$ cat config.mk
export PLATFORM = sky130hd
export DESIGN_NAME = cmc_channel_top
export DESIGN_NICKNAME = d
export VERILOG_FILES = /design/src/hdl/cmc_pkg.sv /design/src/hdl/cmc_mode_if.sv /design/src/hdl/cmc_channel_top.sv /design/src/hdl/cmc_out_check.sv /design/src/hdl/cmc_mode_ctl.sv
export SDC_FILE = /design/constraint.sdc
export NUM_CORES = 1
export LEC_CHECK = 0
export ABC_AREA = 1
export CORE_UTILIZATION = 35
export CTS_CLUSTER_SIZE = 16
export DETAILED_ROUTE_END_ITERATION = 8
export DONT_BUFFER_PORTS = 1
export RECOVER_POWER = 100
export SYNTH_ARGS = -nofsm -noshare
export SYNTH_HDL_FRONTEND = slang
export SYNTH_SLANG_ARGS = --single-unit
$ cat constraint.sdc
create_clock -name CLK_SYS -period 4.1 [get_ports CLK_SYS]
set_clock_uncertainty 0.2 [all_clocks]
set_input_delay 0.41 -clock CLK_SYS [delete_from_list [all_inputs] [get_ports CLK_SYS]]
set_output_delay 0.41 -clock CLK_SYS [all_outputs]
set_load 0.02 [all_outputs]
$ cat src/hdl/cmc_pkg.sv
// Purpose: shared types and constants of the mode and channel block
// Assumes: 32-bit channel buses, one system clock
// Notes:   status codes and word step are fixed encodings
`default_nettype none

package cmc_pkg;

	localparam int          BUS_W        = 32;
	localparam int          CTRL_W       = 7;
	localparam logic [31:0] RESET_VECTOR = 32'h0000_0000;
	localparam logic [31:0] WORD_STEP    = 32'h0000_0004;

	// Per-transfer protocol chosen by the core
	localparam logic [1:0]  KIND_SIMPLE  = 2'h0;
	localparam logic [1:0]  KIND_PIPE    = 2'h1;
	localparam logic [1:0]  KIND_BURST   = 2'h2;

	// Outstanding data access counts
	localparam logic [1:0]  OUT_NONE     = 2'h0;
	localparam logic [1:0]  OUT_ONE      = 2'h1;

	// External mode status codes
	localparam logic [2:0]  STAT_EXEC    = 3'h0;
	localparam logic [2:0]  STAT_WAIT    = 3'h1;
	localparam logic [2:0]  STAT_HOLD    = 3'h2;
	localparam logic [2:0]  STAT_HALT    = 3'h3;
	localparam logic [2:0]  STAT_STEP    = 3'h4;
	localparam logic [2:0]  STAT_LTI     = 3'h5;
	localparam logic [2:0]  STAT_TEST    = 3'h6;
	localparam logic [2:0]  STAT_RESET   = 3'h7;

	typedef enum logic [2:0] {
		MODE_RESET,
		MODE_EXEC,
		MODE_WAIT,
		MODE_HOLD,
		MODE_HALT,
		MODE_STEP,
		MODE_LTI,
		MODE_TEST
	} cmc_mode_type;

	typedef enum logic [1:0] {
		I_IDLE,
		I_ADDR,
		I_BURST
	} cmc_ifetch_type;

endpackage : cmc_pkg

`default_nettype wire

$ cat src/hdl/cmc_mode_if.sv
// Purpose: mode state passed from the mode controller to the channel
// Assumes: single clock domain
// Notes:   all enables are decoded from the registered mode, exec_en also from hazard
`default_nettype none

interface cmc_mode_if;
	import cmc_pkg::*;

	cmc_mode_type mode;
	logic         exec_en;
	logic         fetch_en;
	logic         access_en;
	logic         drive_en;
	logic         chan_clr;
	logic         lti;
	logic         test;

	modport ctl  (output mode, exec_en, fetch_en, access_en,
	              output drive_en, chan_clr, lti, test);
	modport user (input mode, exec_en, fetch_en, access_en,
	              input drive_en, chan_clr, lti, test);
endinterface : cmc_mode_if

`default_nettype wire

$ cat src/hdl/cmc_channel_top.sv
// Purpose: operating modes and external channel of a 32-bit processor
// Assumes: all inputs except ARST_N synchronous to CLK_SYS; pins resolved outside
// Notes:   data has priority on the shared address bus
//
// Behaviour
// - Wait mode stops execution and starts no channel access.
// - Enabled interrupt or reset ends wait mode.
// - Interlock stalls execution in hold until it may proceed.
// - Halt mode performs no fetch and no execution.
// - Halt entered by halting instruction or external request.
// - Step acts as halt; each step gives one executing cycle.
// - Load-test mode executes instructions driven onto instruction bus.
// - Fetch state is kept so normal sequence resumes after test.
// - Test mode disables all output drivers.
// - Reset mode initialises control state for all reset uses.
// - Current operating mode is always shown on status outputs.
// - Inbound instruction, two-way data and shared address buses.
// - Simple access holds address stable until its reply.
// - Pipelined access allows one extra address before reply.
// - Burst advances address by one word without address cycle.
// - Either side may end a burst; both honour the other.
// - Responder may turn simple data access into pipelined, instruction fetch into burst.
// - Protocol chosen per transfer by the core.
// - Data accesses run beside an instruction burst.
// - Arbitration lets an external master take the channel.
// - Enabled outputs compared with pins; mismatch flags error.
// - Coprocessor transfer uses own space, both buses, 64 bits.
// - Privilege output high for supervisor during address cycle.
`default_nettype none

module cmc_channel_top
	import cmc_pkg::*;
(
	// Clock and reset
	input  wire logic              CLK_SYS,
	input  wire logic              ARST_N,
	// Mode controls
	input  wire logic              RESET_REQ,
	input  wire logic              TEST_REQ,
	input  wire logic              HALT_REQ,
	input  wire logic              STEP_REQ,
	input  wire logic              STEP_GO,
	input  wire logic              LTI_REQ,
	// Core events
	input  wire logic              HALT_INSTR,
	input  wire logic              WAIT_ENTER,
	input  wire logic              INTR_REQ,
	input  wire logic              CORE_HAZARD,
	input  wire logic              CORE_NEED_INSTR,
	input  wire logic              SUPERVISOR,
	// Mode status
	output logic [2:0]             MODE_STATUS,
	output logic                   EXEC_EN,
	// Core instruction side
	input  wire logic              CORE_IFREE,
	input  wire logic              CORE_BRANCH,
	input  wire logic [BUS_W-1:0]  CORE_BRANCH_ADDR,
	output logic [BUS_W-1:0]       CORE_INSTR,
	output logic                   CORE_INSTR_VALID,
	// Core data side
	input  wire logic              CORE_DREQ,
	input  wire logic              CORE_DWRITE,
	input  wire logic [1:0]        CORE_DKIND,
	input  wire logic              CORE_DCOP,
	input  wire logic              CORE_DMORE,
	input  wire logic [BUS_W-1:0]  CORE_DADDR,
	input  wire logic [BUS_W-1:0]  CORE_DWDATA,
	input  wire logic [BUS_W-1:0]  CORE_COP_OPND,
	output logic                   CORE_DACK,
	output logic [BUS_W-1:0]       CORE_DRDATA,
	output logic                   CORE_DVALID,
	// Channel buses
	output logic [BUS_W-1:0]       ADDR_O,
	output logic                   ADDR_OE,
	input  wire logic [BUS_W-1:0]  ADDR_PIN,
	input  wire logic [BUS_W-1:0]  INSTR_I,
	output logic [BUS_W-1:0]       DATA_O,
	output logic                   DATA_OE,
	input  wire logic [BUS_W-1:0]  DATA_I,
	// Channel controls
	output logic                   IREQ_O,
	output logic                   IBREQ_O,
	output logic                   DREQ_O,
	output logic                   DBREQ_O,
	output logic                   RW_O,
	output logic                   COP_O,
	output logic                   PRIV_LEVEL_OUT,
	output logic                   CTRL_OE,
	input  wire logic [CTRL_W-1:0] CTRL_PIN,
	// Channel responses
	input  wire logic              IRDY_I,
	input  wire logic              IBACK_I,
	input  wire logic              DRDY_I,
	input  wire logic              DBACK_I,
	input  wire logic              DPIPE_I,
	// Arbitration and checking
	input  wire logic              BREQ_I,
	output logic                   BGRANT_O,
	output logic                   OUT_ERR
);

	cmc_mode_if mif ();

	cmc_ifetch_type   i_state;
	logic [BUS_W-1:0] ipc;
	logic             i_sup;
	logic             i_cont;
	logic             i_issue;
	logic             i_beat;
	logic             hazard;

	logic             d_addr;
	logic             d_burst;
	logic             d_piped;
	logic [1:0]       d_out;
	logic [BUS_W-1:0] d_adr;
	logic [BUS_W-1:0] d_wdata;
	logic [BUS_W-1:0] d_opnd;
	logic [1:0]       d_kind;
	logic             d_write;
	logic             d_cop;
	logic             d_sup;
	logic             d_issue;
	logic             d_beat;
	logic             d_cont;
	logic             d_end;

	logic             chan_free;
	logic             drive;
	logic             check_en;
	logic [2:0]       err_vec;

	// Interlock: missing instruction counts as a hazard
	assign hazard = CORE_HAZARD || (CORE_NEED_INSTR && !CORE_INSTR_VALID);

	cmc_mode_ctl u_mode (
		.clk        (CLK_SYS),
		.arst_n     (ARST_N),
		.reset_req  (RESET_REQ),
		.test_req   (TEST_REQ),
		.halt_req   (HALT_REQ),
		.step_req   (STEP_REQ),
		.step_go    (STEP_GO),
		.lti_req    (LTI_REQ),
		.halt_instr (HALT_INSTR),
		.wait_enter (WAIT_ENTER),
		.intr_req   (INTR_REQ),
		.hazard     (hazard),
		.mif        (mif)
	);

	assign EXEC_EN = mif.exec_en;

	always_ff @(posedge CLK_SYS or negedge ARST_N) begin
		if (!ARST_N) begin
			MODE_STATUS <= STAT_RESET;
		end else begin
			unique case (mif.mode)
				MODE_RESET: MODE_STATUS <= STAT_RESET;
				MODE_EXEC:  MODE_STATUS <= STAT_EXEC;
				MODE_WAIT:  MODE_STATUS <= STAT_WAIT;
				MODE_HOLD:  MODE_STATUS <= STAT_HOLD;
				MODE_HALT:  MODE_STATUS <= STAT_HALT;
				MODE_STEP:  MODE_STATUS <= STAT_STEP;
				MODE_LTI:   MODE_STATUS <= STAT_LTI;
				MODE_TEST:  MODE_STATUS <= STAT_TEST;
			endcase
		end
	end

	// external master arbitration
	// Requests stop once BREQ_I rises, so the grant cannot race an issue
	assign chan_free = !BGRANT_O && !BREQ_I;

	always_ff @(posedge CLK_SYS or negedge ARST_N) begin
		if (!ARST_N) begin
			BGRANT_O <= 1'b0;
		end else if (mif.chan_clr || !BREQ_I) begin
			BGRANT_O <= 1'b0;
		end else if (i_state == I_IDLE && !d_addr && !d_burst
		             && d_out == OUT_NONE) begin
			BGRANT_O <= 1'b1;
		end
	end

	// Instruction side
	assign i_cont  = mif.fetch_en && CORE_IFREE && !CORE_BRANCH;
	// data address first; fetch waits only on shared address bus
	assign i_issue = (i_state == I_IDLE) && i_cont && chan_free
	                 && !d_addr && !d_issue;
	assign i_beat  = IRDY_I && (i_state != I_IDLE);

	always_ff @(posedge CLK_SYS or negedge ARST_N) begin
		if (!ARST_N) begin
			i_state <= I_IDLE;
		end else if (mif.chan_clr || CORE_BRANCH) begin
			i_state <= I_IDLE;
		end else begin
			unique case (i_state)
				I_IDLE: begin
					if (i_issue) begin
						i_state <= I_ADDR;
					end
				end
				I_ADDR: begin
					if (IBACK_I && i_cont) begin
						i_state <= I_BURST;
					end else if (IRDY_I || !i_cont) begin
						i_state <= I_IDLE;
					end
				end
				I_BURST: begin
					if (!IBACK_I || !i_cont) begin
						i_state <= I_IDLE;
					end
				end
			endcase
		end
	end

	// fetch pointer untouched outside fetch, so execution resumes
	always_ff @(posedge CLK_SYS or negedge ARST_N) begin
		if (!ARST_N) begin
			ipc <= RESET_VECTOR;
		end else if (mif.chan_clr) begin
			ipc <= RESET_VECTOR;
		end else if (CORE_BRANCH) begin
			ipc <= CORE_BRANCH_ADDR;
		end else if (i_beat) begin
			ipc <= ipc + WORD_STEP;
		end
	end

	always_ff @(posedge CLK_SYS or negedge ARST_N) begin
		if (!ARST_N) begin
			i_sup <= 1'b0;
		end else if (i_issue) begin
			i_sup <= SUPERVISOR;
		end
	end

	// test instructions taken from the instruction bus
	always_ff @(posedge CLK_SYS or negedge ARST_N) begin
		if (!ARST_N) begin
			CORE_INSTR       <= '0;
			CORE_INSTR_VALID <= 1'b0;
		end else begin
			CORE_INSTR_VALID <= (i_beat && !CORE_BRANCH)
			                    || (mif.lti && IRDY_I);
			if (i_beat || (mif.lti && IRDY_I)) begin
				CORE_INSTR <= INSTR_I;
			end
		end
	end

	// Data side
	// kind taken per transfer
	// one extra address only after pipelined acceptance
	assign d_issue = CORE_DREQ && mif.access_en && chan_free
	                 && !d_addr && !d_burst && (i_state != I_ADDR)
	                 && (d_out == OUT_NONE
	                     || (d_out == OUT_ONE && d_piped
	                         && CORE_DKIND == KIND_PIPE));
	assign CORE_DACK = d_issue;
	assign d_beat    = DRDY_I && (d_out != OUT_NONE);
	assign d_cont    = DBACK_I && CORE_DMORE && mif.access_en
	                   && (d_kind == KIND_BURST) && !d_cop;
	// Burst ends on a beat where either side withdraws
	assign d_end     = d_beat && !(d_burst && d_cont)
	                   && !(d_addr && d_cont);

	always_ff @(posedge CLK_SYS or negedge ARST_N) begin
		if (!ARST_N) begin
			d_addr  <= 1'b0;
			d_burst <= 1'b0;
			d_piped <= 1'b0;
		end else if (mif.chan_clr) begin
			d_addr  <= 1'b0;
			d_burst <= 1'b0;
			d_piped <= 1'b0;
		end else if (d_issue) begin
			d_addr  <= 1'b1;
			d_piped <= 1'b0;
		end else if (d_addr) begin
			// address held until reply or conversion
			if (d_cont) begin
				d_addr  <= 1'b0;
				d_burst <= 1'b1;
			end else if (DRDY_I) begin
				d_addr <= 1'b0;
			end else if (DPIPE_I) begin
				d_addr  <= 1'b0;
				d_piped <= 1'b1;
			end
		end else if (d_burst && d_beat && !d_cont) begin
			d_burst <= 1'b0;
		end else if (d_end && d_out == OUT_ONE) begin
			d_piped <= 1'b0;
		end
	end

	always_ff @(posedge CLK_SYS or negedge ARST_N) begin
		if (!ARST_N) begin
			d_out <= OUT_NONE;
		end else if (mif.chan_clr) begin
			d_out <= OUT_NONE;
		end else if (d_issue && !d_end) begin
			d_out <= d_out + OUT_ONE;
		end else if (d_end && !d_issue) begin
			d_out <= d_out - OUT_ONE;
		end
	end

	// coprocessor operand rides on the address bus
	always_ff @(posedge CLK_SYS or negedge ARST_N) begin
		if (!ARST_N) begin
			d_adr   <= RESET_VECTOR;
			d_wdata <= '0;
			d_opnd  <= '0;
			d_kind  <= KIND_SIMPLE;
			d_write <= 1'b0;
			d_cop   <= 1'b0;
			d_sup   <= 1'b0;
		end else if (d_issue) begin
			d_adr   <= CORE_DADDR;
			d_wdata <= CORE_DWDATA;
			d_opnd  <= CORE_COP_OPND;
			d_kind  <= CORE_DKIND;
			d_write <= CORE_DWRITE;
			d_cop   <= CORE_DCOP;
			d_sup   <= SUPERVISOR;
		end else if (d_beat && d_cont && (d_burst || d_addr)) begin
			d_adr   <= d_adr + WORD_STEP;
			d_wdata <= CORE_DWDATA;
		end
	end

	always_ff @(posedge CLK_SYS or negedge ARST_N) begin
		if (!ARST_N) begin
			CORE_DRDATA <= '0;
			CORE_DVALID <= 1'b0;
		end else begin
			CORE_DVALID <= d_beat;
			if (d_beat && !d_write) begin
				CORE_DRDATA <= DATA_I;
			end
		end
	end

	// Channel pins
	// drivers off in test mode and while granted away
	assign drive   = mif.drive_en && !BGRANT_O;
	assign ADDR_OE = drive;
	assign CTRL_OE = drive;
	assign DATA_OE = drive && d_write && (d_out != OUT_NONE);
	assign DATA_O  = d_wdata;

	// one address bus shared by both sides
	assign ADDR_O = d_addr ? (d_cop ? d_opnd : d_adr) : ipc;

	assign IREQ_O  = (i_state == I_ADDR);
	assign IBREQ_O = (i_state != I_IDLE) && i_cont;
	assign DREQ_O  = d_addr;
	assign DBREQ_O = (d_addr || d_burst) && d_cont;
	assign RW_O    = d_write;
	assign COP_O   = d_cop;

	// privilege of the address cycle owner
	assign PRIV_LEVEL_OUT = d_addr ? d_sup : i_sup;

	// A disabled second unit still compares against the pins
	assign check_en = drive || mif.test;

	cmc_out_check #(.W(BUS_W)) u_chk_addr (
		.clk      (CLK_SYS),
		.arst_n   (ARST_N),
		.check_en (check_en),
		.drv      (ADDR_O),
		.pin      (ADDR_PIN),
		.mismatch (err_vec[0])
	);

	cmc_out_check #(.W(BUS_W)) u_chk_data (
		.clk      (CLK_SYS),
		.arst_n   (ARST_N),
		.check_en (check_en && d_write && (d_out != OUT_NONE)),
		.drv      (DATA_O),
		.pin      (DATA_I),
		.mismatch (err_vec[1])
	);

	cmc_out_check #(.W(CTRL_W)) u_chk_ctrl (
		.clk      (CLK_SYS),
		.arst_n   (ARST_N),
		.check_en (check_en),
		.drv      ({IREQ_O, IBREQ_O, DREQ_O, DBREQ_O,
		            RW_O, COP_O, PRIV_LEVEL_OUT}),
		.pin      (CTRL_PIN),
		.mismatch (err_vec[2])
	);

	always_ff @(posedge CLK_SYS or negedge ARST_N) begin
		if (!ARST_N) begin
			OUT_ERR <= 1'b0;
		end else begin
			OUT_ERR <= |err_vec;
		end
	end

endmodule : cmc_channel_top

`default_nettype wire

$ cat src/hdl/cmc_out_check.sv
// Purpose: compares driven output values with pin levels
// Assumes: pin levels are synchronous to the clock
// Notes:   mismatch is registered, one cycle after the compare
`default_nettype none

module cmc_out_check
	import cmc_pkg::*;
#(
	parameter int W = 32
) (
	// Clock and reset
	input  wire logic         clk,
	input  wire logic         arst_n,
	// Compare
	input  wire logic         check_en,
	input  wire logic [W-1:0] drv,
	input  wire logic [W-1:0] pin,
	output logic              mismatch
);

	always_ff @(posedge clk or negedge arst_n) begin
		if (!arst_n) begin
			mismatch <= 1'b0;
		end else begin
			mismatch <= check_en && (drv != pin);
		end
	end

endmodule : cmc_out_check

`default_nettype wire

$ cat src/hdl/cmc_mode_ctl.sv
// Purpose: operating mode controller
// Assumes: requests are synchronous levels, step_go a level that
//          advances once per rising edge
// Notes:   halt by instruction stays until a reset
`default_nettype none

module cmc_mode_ctl
	import cmc_pkg::*;
(
	// Clock and reset
	input  wire logic clk,
	input  wire logic arst_n,
	// External controls
	input  wire logic reset_req,
	input  wire logic test_req,
	input  wire logic halt_req,
	input  wire logic step_req,
	input  wire logic step_go,
	input  wire logic lti_req,
	// Core events
	input  wire logic halt_instr,
	input  wire logic wait_enter,
	input  wire logic intr_req,
	input  wire logic hazard,
	// Mode out
	cmc_mode_if.ctl   mif
);

	cmc_mode_type mode;
	cmc_mode_type next_mode;
	logic         halt_latch;
	logic         wait_latch;
	logic         step_go_q;
	logic         step_pulse;

	assign step_pulse = step_go && !step_go_q;

	always_ff @(posedge clk or negedge arst_n) begin
		if (!arst_n) begin
			step_go_q <= 1'b0;
		end else begin
			step_go_q <= step_go;
		end
	end

	always_ff @(posedge clk or negedge arst_n) begin
		if (!arst_n) begin
			halt_latch <= 1'b0;
		end else if (reset_req) begin
			halt_latch <= 1'b0;
		end else if (halt_instr) begin
			halt_latch <= 1'b1;
		end
	end

	always_ff @(posedge clk or negedge arst_n) begin
		if (!arst_n) begin
			wait_latch <= 1'b0;
		end else if (reset_req || intr_req) begin
			wait_latch <= 1'b0;
		end else if (wait_enter) begin
			wait_latch <= 1'b1;
		end
	end

	always_comb begin
		if (reset_req) begin
			next_mode = MODE_RESET;
		end else if (test_req) begin
			next_mode = MODE_TEST;
		end else if (step_req) begin
			next_mode = step_pulse ? MODE_EXEC : MODE_STEP;
		end else if (halt_req || halt_latch) begin
			next_mode = MODE_HALT;
		end else if (lti_req) begin
			next_mode = MODE_LTI;
		end else if (wait_latch && !intr_req) begin
			next_mode = MODE_WAIT;
		end else if (hazard) begin
			next_mode = MODE_HOLD;
		end else begin
			next_mode = MODE_EXEC;
		end
	end

	always_ff @(posedge clk or negedge arst_n) begin
		if (!arst_n) begin
			mode <= MODE_RESET;
		end else begin
			mode <= next_mode;
		end
	end

	assign mif.mode      = mode;
	assign mif.exec_en   = (mode == MODE_EXEC) && !hazard;
	assign mif.fetch_en  = (mode == MODE_EXEC) || (mode == MODE_HOLD);
	assign mif.access_en = mif.fetch_en || (mode == MODE_LTI);
	assign mif.drive_en  = (mode != MODE_TEST);
	assign mif.chan_clr  = (mode == MODE_RESET);
	assign mif.lti       = (mode == MODE_LTI);
	assign mif.test      = (mode == MODE_TEST);

endmodule : cmc_mode_ctl

`default_nettype wire

==> results.toml, run 1 <==
[cells_and_area]
drive_gt1_share_pct = 6.03
nets = 2259
instances_no_fill = 2479
fin_util_pct = 44.8
design_area_sq_um = 16400
area_delta_synth_final_pct = 26.2

[setup_path]
required_ns = 4.32
critPathSlowestCell = "nand2_1"
r2r-start = "d_out[0]"
crit_start = "d_out[0]"
critPathLaunchType = "flop"
worst-path-buf-inv = 1
crit_chain = "inv_1 -> ha_1 -> nor2_1 -> nand2_1 -> mux2_2"
path_max_fanout = 49
worst-setup-path-type = "flop to flop"
max_stage_delay_ns = 1.21
crit_arrival_ns = 3.88
crit_family = "simple AND/OR/NAND/NOR gates"
worstSetupEndpointType = "flop"

[timing]
worst_pin_slew_ns = 1.75
hold_viol = 221
layout_min_cycle_time_ns = 3.65
period_share_pct = 89.1
fmax_mhz = 274
final_max_slew_viol_count = 83
setup-violations-final = 0
hold-worst-slack_ns = -0.628
rsz0062_at_grt = "false"
final.setup.tns_ns = 0
relSlewSlack_pct = -16.5

[detailed_routing]
drtIter0Drc = 847
drt_first_pass_iters = 5
vias = 12800
drcViolationCount = 0
ant_nets = 0
detail_route.wirelength_um = 48800
drt-wirelength-per-cell_um = 19.7
via_per_inst = 5.16

[yosys]
ys_seq_area_share_pct = 42.6
synth-edff-count = 0
synth_area_sq_um = 13000
synth_nets = 2061
synthFlopType = "dfrtp_1"
synth_cell_types = 46
synth.ff_latch_count = 221
async_reset_ff_share_pct = 100
avgSynthCellArea_sq_um = 7.25
synth.area.top_cells = "dfrtp_1, nand2_1, nand3_1"
synth-warning-count = 0
synth_top_area_share_pct = 42.0
yosysTopAreaCell = "dfrtp_1"
syn_inst = 1790

[clock_network]
cts_setup_buffers = 0
cts_hold_buf = 218
cts_buffer_depth = 3
cts_tree = "done"
cts_root_buf = "clkbuf_16"
cts_max_level = 1
clock-sinks = 221
clk_latency_ns = 0.55
cts.repair.resized = 0
cts_buffers = 27
clk_pin_slew_ns = 0.06

[outcome]
status = "finished, violations left"
violations = "hold timing, capacitance limit, slew limit"

[power]
powerDensity_nw_per_um2 = 597
leakage_nw = 7.91
peakVddDrop_mv = 0.390

[run]
cap_violations = 2

[floorplan]
fp.dieH_um = 195
io_pins = 406
dieArea_sq_um = 37900
dieWidth_um = 195
initial_core_util_pct = 35.5
core_area_sq_um = 36500
row_count = 70

[hold_path]
hp-class = "primary input to asynchronous set/reset pin"

[global_routing]
grt_max_degree = 222
grt.total_usage_pct = 25.6
grt_pass1_vias = 12900
grt_pass1_wl_um = 75100
grt-ovfl-total = 0
antenna_found_initial = 5

[place]
dp_hpwl_um = 35600
dpl.cell_count = 2209
gp_congestion = 0.935
io_buffer_count = 0
place_area_sq_um = 13400
## stage by stage
stage | power (mW) | hold WS (ns) | worst slack (ns)
2_1_floorplan | 6.24 | -0.0856 | 2.02
3_3_place_gp | 7.04 | -0.0687 | 1.17
3_5_place_dp | 7.11 | -0.0724 | 1.13
4_1_cts | 9.83 | -0.670 | 0.583
5_1_grt | 10.4 | -0.664 | 0.226
6_report | 9.78 | -0.628 | 0.445
## final cells by class
cell class                 count  area, sq um
timing repair buffer         235         2280
clock inverter                14          156
sequential                   221         5530
multi-input combinational   1343         6450
antenna                        3         7.51
fill                        3653        20100
inverter                     160          602
tap                          468          586
clock buffer                  35          756
## worst reg2reg max path, cell delays in order, from the launching register on
cell	delay [ns]
dfrtp_1	0.38
inv_1	0.07
ha_1	0.28
nor2_1	0.67
nand2_1	1.22
mux2_2	0.72
## Yosys cell counts, drive strengths merged, types with 6 or more instances
master	instances
nand2	680
dfrtp	218
inv	158
nor2	152
nand3	137
o21ai	113
mux2	47
buf	44
nor3	43
xor2	24
o22ai	23
clkbuf	22
nand4	22
nand3b	20
a21oi	19
xnor2	14
ha	12
a31oi	9
o211ai	9
or2	6
## metal layers
layer / up-vias / track usage (%) / wire, um
li1: 6161 / - / -
met1: 5946 / 31.5 / 20200
met2: 585 / 41.9 / 22200
met3: 101 / 7.36 / 4340
met4: 4 / 10.3 / 2070
met5: - / 0 / 29
## registers in the layout, summed over array words and instances (netlist names), 3 cells and up
signal           cells
CORE_DRDATA         32
CORE_INSTR          32
DATA_O              32
d_adr               32
d_opnd              32
ipc                 32
MODE_STATUS          3
u_mode.mif.mode      3
## worst paths after layout
check,to,slack [ns],depth (start not counted)
worst min-delay path,d_adr[17],-0.63,0
worst max register to register,CORE_DRDATA[1],0.45,5
max in group asynchronous,CORE_INSTR[14],4.01,0
min in group CLK_SYS,u_chk_data.mismatch,0.05,5
worst min register to register,OUT_ERR,0.25,1
worst max-delay path,CORE_DRDATA[1],0.45,5
## layout by cell type, fill, tap and decap left out, drive strengths merged, types with 6 or more instances in the layout
cell / n
nor2: 152
nand2: 680
clkinv: 9
dlygate4sd3: 218
clkbuf: 47
or2: 6
xnor2: 14
o22ai: 23
mux2: 47
o21ai: 113
nand3b: 20
nand4: 22
a31oi: 9
nand3: 137
inv: 158
dfrtp: 218
a21oi: 19
o211ai: 9
xor2: 24
nor3: 43
ha: 12
## cell families (layout without fill, tap and decap cells)
kind of cell	after synthesis	in the layout	share of synthesized area, %
flip-flops	221	221	42.6
other	0	3	0
AND/OR/NAND/NOR	1067	1067	34.7
multiplexers	47	47	4.08
AO/OA/AOI/OAI	179	179	7.69
buffers and inverters	226	444	7.21
adder cells (fa/ha/maj)	12	12	1.16
XOR/XNOR	38	38	2.56
## power breakdown
group	total, mW	internal [mW]	switching [mW]
logic	2.84	1.10	1.74
clock network	2.51	1.48	1.02
registers	4.44	3.02	1.42
Power figures use the tool's default switching activity.
==> run 2, diff against run 1 <==
SETUP_SLACK_MARGIN = 0.5   (was unset)
==> run 2 against run 1 <==
Effect of this change: the flow still finishes with violations (hold timing, capacitance limit, slew limit); first-iteration DRC count grew 0.12%; fmax grew 2.3%; routed wire length is essentially flat; clock-buffer cell count is the same; final cell count is the same; via count is essentially flat; sequential cell count is the same; critical path depth shrank 1.
==> results.toml, run 2 (synthesis results as in run 1) <==
[floorplan]
dieArea_sq_um = 37900
initial_core_util_pct = 35.5
io_pins = 406
row_count = 70
fp.dieH_um = 195
core_area_sq_um = 36500
dieWidth_um = 195

[detailed_routing]
vias = 12800
detail_route.wirelength_um = 48800
ant_nets = 0
drtIter0Drc = 848
drt_first_pass_iters = 7
via_per_inst = 5.16
drcViolationCount = 0
drt-wirelength-per-cell_um = 19.7

[power]
peakVddDrop_mv = 0.390
p_seq_share_pct = 45.4
switching_share_pct = 42.8
powerDensity_nw_per_um2 = 597
p_comb_share_pct = 29.0
clock_power_share_pct = 25.6
p_sw_mw = 4.19
internal-power_mw = 5.60
leakage_nw = 7.91

[clock_network]
cts_buffers = 27
cts_tree = "done"
clk_latency_ns = 0.55
cts_buffer_depth = 3
cts_max_level = 1
cts_hold_buf = 218
clk_pin_slew_ns = 0.06
cts_root_buf = "clkbuf_16"
clock-sinks = 221

[setup_path]
crit_chain = "clkbuf_2 -> nand2_1 -> nand2_1 -> clkbuf_1"
path_max_fanout = 63
worst-setup-path-type = "flop to output pin"
worstSetupEndpointType = "output pin"
critPathSlowestCell = "clkbuf_2"
required_ns = 3.49
critPathLaunchType = "flop"
cpMostUsedCell = "nand2_1"
crit_arrival_ns = 2.96
max_stage_delay_ns = 1.10

[cells_and_area]
layout_common_cells = "nand2_1, dfrtp_1, dlygate4sd3_1, inv_1, nor2_1"
final_common_cell = "nand2_1"
drive_gt1_share_pct = 6.08
nets = 2259
instances_no_fill = 2479
fill_cells = 3652
area_delta_synth_final_pct = 26.2

[timing]
period_share_pct = 87.1
final.setup.tns_ns = 0
worst_pin_slew_ns = 1.75
relSlewSlack_pct = -16.5
hold_viol = 221
fmax_mhz = 280
final_max_slew_viol_count = 33
rsz0062_at_grt = "false"
layout_min_cycle_time_ns = 3.57
setup-violations-final = 0
hold-worst-slack_ns = -0.629

[hold_path]
hp-class = "primary input to asynchronous set/reset pin"

[global_routing]
antenna_found_initial = 5
grt_pass1_wl_um = 75100
grt_pass1_vias = 12900
grt-ovfl-total = 0
grt.total_usage_pct = 25.6
grt_max_degree = 222

[run]
cap_violations = 1

[place]
dpl.cell_count = 2209
dp_hpwl_um = 35600
io_buffer_count = 0
gp_congestion = 0.935

[outcome]
violations = "hold timing, capacitance limit, slew limit"
status = "finished, violations left"
-- run 2: changes by cell type in the layout (fill, tap and decap cells not counted) --
cell / previous run / this run
nand2_1: 676 / 675
clkbuf_2: 4 / 3
nand2_2: 2 / 3
buf_4: 4 / 5
inv_4: 0 / 1
inv_2: 4 / 3
-- run 2: worst max-delay path, delay by kind of cell (launching register included) --
family	cells	cell delay [ns]
AND/OR/NAND/NOR	2	0.52
flip-flops	1	0.47
buffers and inverters	2	1.41
-- run 2: area by class of cell --
cell class              instances  area, sq um  share of cell area (%)
repair buffers                235         2280                    13.9
flip-flops and latches        221         5530                    33.8
diodes                          3         7.51                  0.0458
clock inverters                14          156                   0.954
well taps                     468          586                    3.57
clock buffers                  35          756                    4.61
multi-input cells            1343         6460                    39.4
inverters                     160          604                    3.69
-- run 2: final timing paths --
kind / end / depth (start not counted) / slack [ns] / from
min in group CLK_SYS: u_chk_data.mismatch / 5 / 0.05 / DATA_I[25]
setup reg to reg: d_adr[26] / 12 / 0.65 / COP_O
hold reg to reg: OUT_ERR / 1 / 0.25 / u_chk_ctrl.mismatch
max in group asynchronous: CORE_INSTR[14] / 0 / 4.01 / ARST_N
setup / recovery: ADDR_O[1] / 4 / 0.53 / DREQ_O
hold / removal: d_adr[26] / 0 / -0.63 / ARST_N
-- run 2: metal layers --
| metal | share of wire, % | vias up | global-route usage [%] |
|---|---|---|---|
| met5 | 0.059 | - | 0 |
| met4 | 4.2 | 4 | 10.3 |
| met3 | 8.8 | 101 | 7.36 |
| met1 | 41 | 5961 | 31.5 |
| met2 | 45 | 574 | 41.9 |
| li1 | - | 6161 | - |
-- run 2: timing repair --
item                                   in CTS  in global routing
setup endpoints to repair                   0                  1
gates resized for setup                     0                  2
buffers inserted                            0                  0
endpoints found under the hold margin     432                221
-- run 2: metrics by stage --
stage	area [sq um]	hold slack (ns)	total power, mW	worst slack (ns)	utilization (%)
floorplan	13000	-0.0856	6.24	2.02	-
global placement	13400	-0.0687	7.04	1.17	36.6
detailed placement	13400	-0.0724	7.11	1.13	36.6
CTS	16500	-0.670	9.83	0.583	45.1
global route	16400	-0.664	10.4	0.317	44.9
finish	16400	-0.629	9.78	0.527	44.9
-- run 2: power groups by stage --
stage	combinational (mW)	clock, mW	sequential, mW
after floorplan	2.10	0	4.14
after global placement	2.58	0	4.46
after detailed placement	2.65	0	4.45
after CTS	2.84	2.55	4.44
after global routing	3.20	2.64	4.55
final	2.83	2.51	4.44
==> run 3, diff against run 2 <==
CELL_PAD_IN_SITES_DETAIL_PLACEMENT = 1   (was unset)
CELL_PAD_IN_SITES_GLOBAL_PLACEMENT = 2   (was unset)
GPL_TIMING_DRIVEN = 0   (was unset)
PLACE_DENSITY_LB_ADDON = 0.1   (was unset)
==> run 3 against run 2 <==
Effect of this change: the flow finishes with violations (hold timing); worst setup slack got worse by 0.070 ns; final area rose by 1.6%; first-iteration DRC count fell by 26%; critical path type is now flop to flop; largest cell class unchanged.
==> results.toml, run 3 (synthesis results as in run 1) <==
[setup_path]
r2r_cells = 9
r2r-start = "DREQ_O"
critPathSlowestCell = "clkbuf_1"
path_max_fanout = 10
crit_arrival_ns = 3.91
crit_chain = "clkbuf_1 -> clkbuf_1 -> nand2_1 -> nand2_1 -> xnor2_1 -> nand4_1 -> nor3_1 -> dlygate4sd3_1 -> nor2_1"
required_ns = 4.37
r2r_slack_ns = 0.46
worstSetupEndpointType = "flop"
rr_endpoint = "u_chk_ctrl.mismatch"
max_stage_delay_ns = 0.60
critPathLaunchType = "flop"
worst-setup-path-type = "flop to flop"

[hold_path]
hp-class = "primary input to asynchronous set/reset pin"

[timing]
final.setup.tns_ns = 0
setup-violations-final = 0
period_share_pct = 88.9
layout_min_cycle_time_ns = 3.64
relSlewSlack_pct = 38.1
fmax_mhz = 274
hold_viol = 221
hold-worst-slack_ns = -0.664
worst_pin_slew_ns = 0.925
rsz0062_at_grt = "false"
final_max_slew_viol_count = 0

[floorplan]
io_pins = 406
fp.dieH_um = 195
core_area_sq_um = 36500
dieWidth_um = 195
initial_core_util_pct = 35.5
dieArea_sq_um = 37900
row_count = 70

[outcome]
status = "finished, violations left"
violations = "hold timing"

[run]
cap_violations = 0

[clock_network]
cts_root_buf = "clkbuf_16"
cts_tree = "done"
clock-sinks = 221
cts.repair.resized = 0
clk_pin_slew_ns = 0.06
cts_buffer_depth = 3
cts_hold_buf = 218
clk_latency_ns = 0.59
cts_max_level = 1
cts_setup_buffers = 0
cts_buffers = 28

[cells_and_area]
instances_no_fill = 2541
layout_common_cells = "nand2_1, dfrtp_1, dlygate4sd3_1, inv_1, nor2_1"
nets = 2309
final_common_cell = "nand2_1"
area_delta_synth_final_pct = 28.3
drive_gt1_share_pct = 6.27

[global_routing]
grt.total_usage_pct = 29.9
grt-ovfl-total = 0
grt_pass1_wl_um = 86100
antenna_found_initial = 10
grt_max_degree = 222
grt_pass1_vias = 14100

[power]
clock_power_share_pct = 25.6
leakage_nw = 8.01
switching_share_pct = 44.1
p_seq_share_pct = 44.6
peakVddDrop_mv = 0.418
internal-power_mw = 5.63
p_comb_share_pct = 29.8
powerDensity_nw_per_um2 = 605
p_sw_mw = 4.44

[place]
io_buffer_count = 0
dp_hpwl_um = 42100
gp_congestion = 0.871
dpl.cell_count = 2258

[detailed_routing]
drt_first_pass_iters = 6
drcViolationCount = 0
vias = 13200
via_per_inst = 5.18
drtIter0Drc = 631
detail_route.wirelength_um = 57200
drt-wirelength-per-cell_um = 22.5
ant_nets = 0
run 3: cell count changes in the layout (fill, tap and decap cells not counted), sizes merged:
cell / delta
clkbuf: +38
buf: +15
diode: +11
bufinv: -1
clkinvlp: -1
run 3: power by group through the flow:
stage / clock, mW / combinational (mW) / sequential [mW]
3_3_place_gp: 0 / 2.71 / 4.47
5_1_grt: 2.69 / 3.37 / 4.58
3_5_place_dp: 0 / 2.79 / 4.49
4_1_cts: 2.60 / 2.99 / 4.46
2_1_floorplan: 0 / 2.10 / 4.14
6_report: 2.58 / 3.00 / 4.49
run 3: metrics by stage:
stage               total power [mW]  utilization, %  cell area [sq um]  setup slack [ns]
finish                          10.1            45.6              16600             0.457
global route                    10.6            45.6              16600             0.324
CTS                             10.1            45.7              16700             0.802
floorplan                       6.24               -              13000              2.02
detailed placement              7.28            37.1              13600              1.20
global placement                7.18            37.1              13600              1.20
run 3: worst max-delay path: cells and delay by family (launching register included):
family | cells | cell delay, ns
flops | 1 | 0.51
buf+inv | 3 | 1.78
xor+xnor | 1 | 0.18
simple gates | 5 | 0.85
run 3: cell type report:
cell class                 instances  area [sq um]
fill                            4524         19900
multi-input combinational       1343          6460
sequential                       221          5530
timing repair buffer             218          2180
clock buffer                      39           802
inverter                         160           602
tap                              468           586
buffer                            66           297
clock inverter                    12           146
antenna                           14          35.0
run 3: how the worst max path moves through the flow:
stage	start	endpoint	slack, ns
floorplan	DREQ_O	CORE_DACK	2.02
global placement	DREQ_O	u_chk_addr.mismatch	1.20
detailed placement	DREQ_O	u_chk_addr.mismatch	1.20
CTS	i_state[1]	DREQ_O	0.80
global route	DREQ_O	u_chk_ctrl.mismatch	0.32
finish	DREQ_O	u_chk_ctrl.mismatch	0.46
run 3: layer usage:
metal  GRT usage (%)  share of wire [%]  vias up
met5               0                  0        -
met4            9.91                2.9        0
li1                -                  -     6263
met2            50.8                 48      357
met1            37.0                 42     6475
met3            7.58                6.8       80
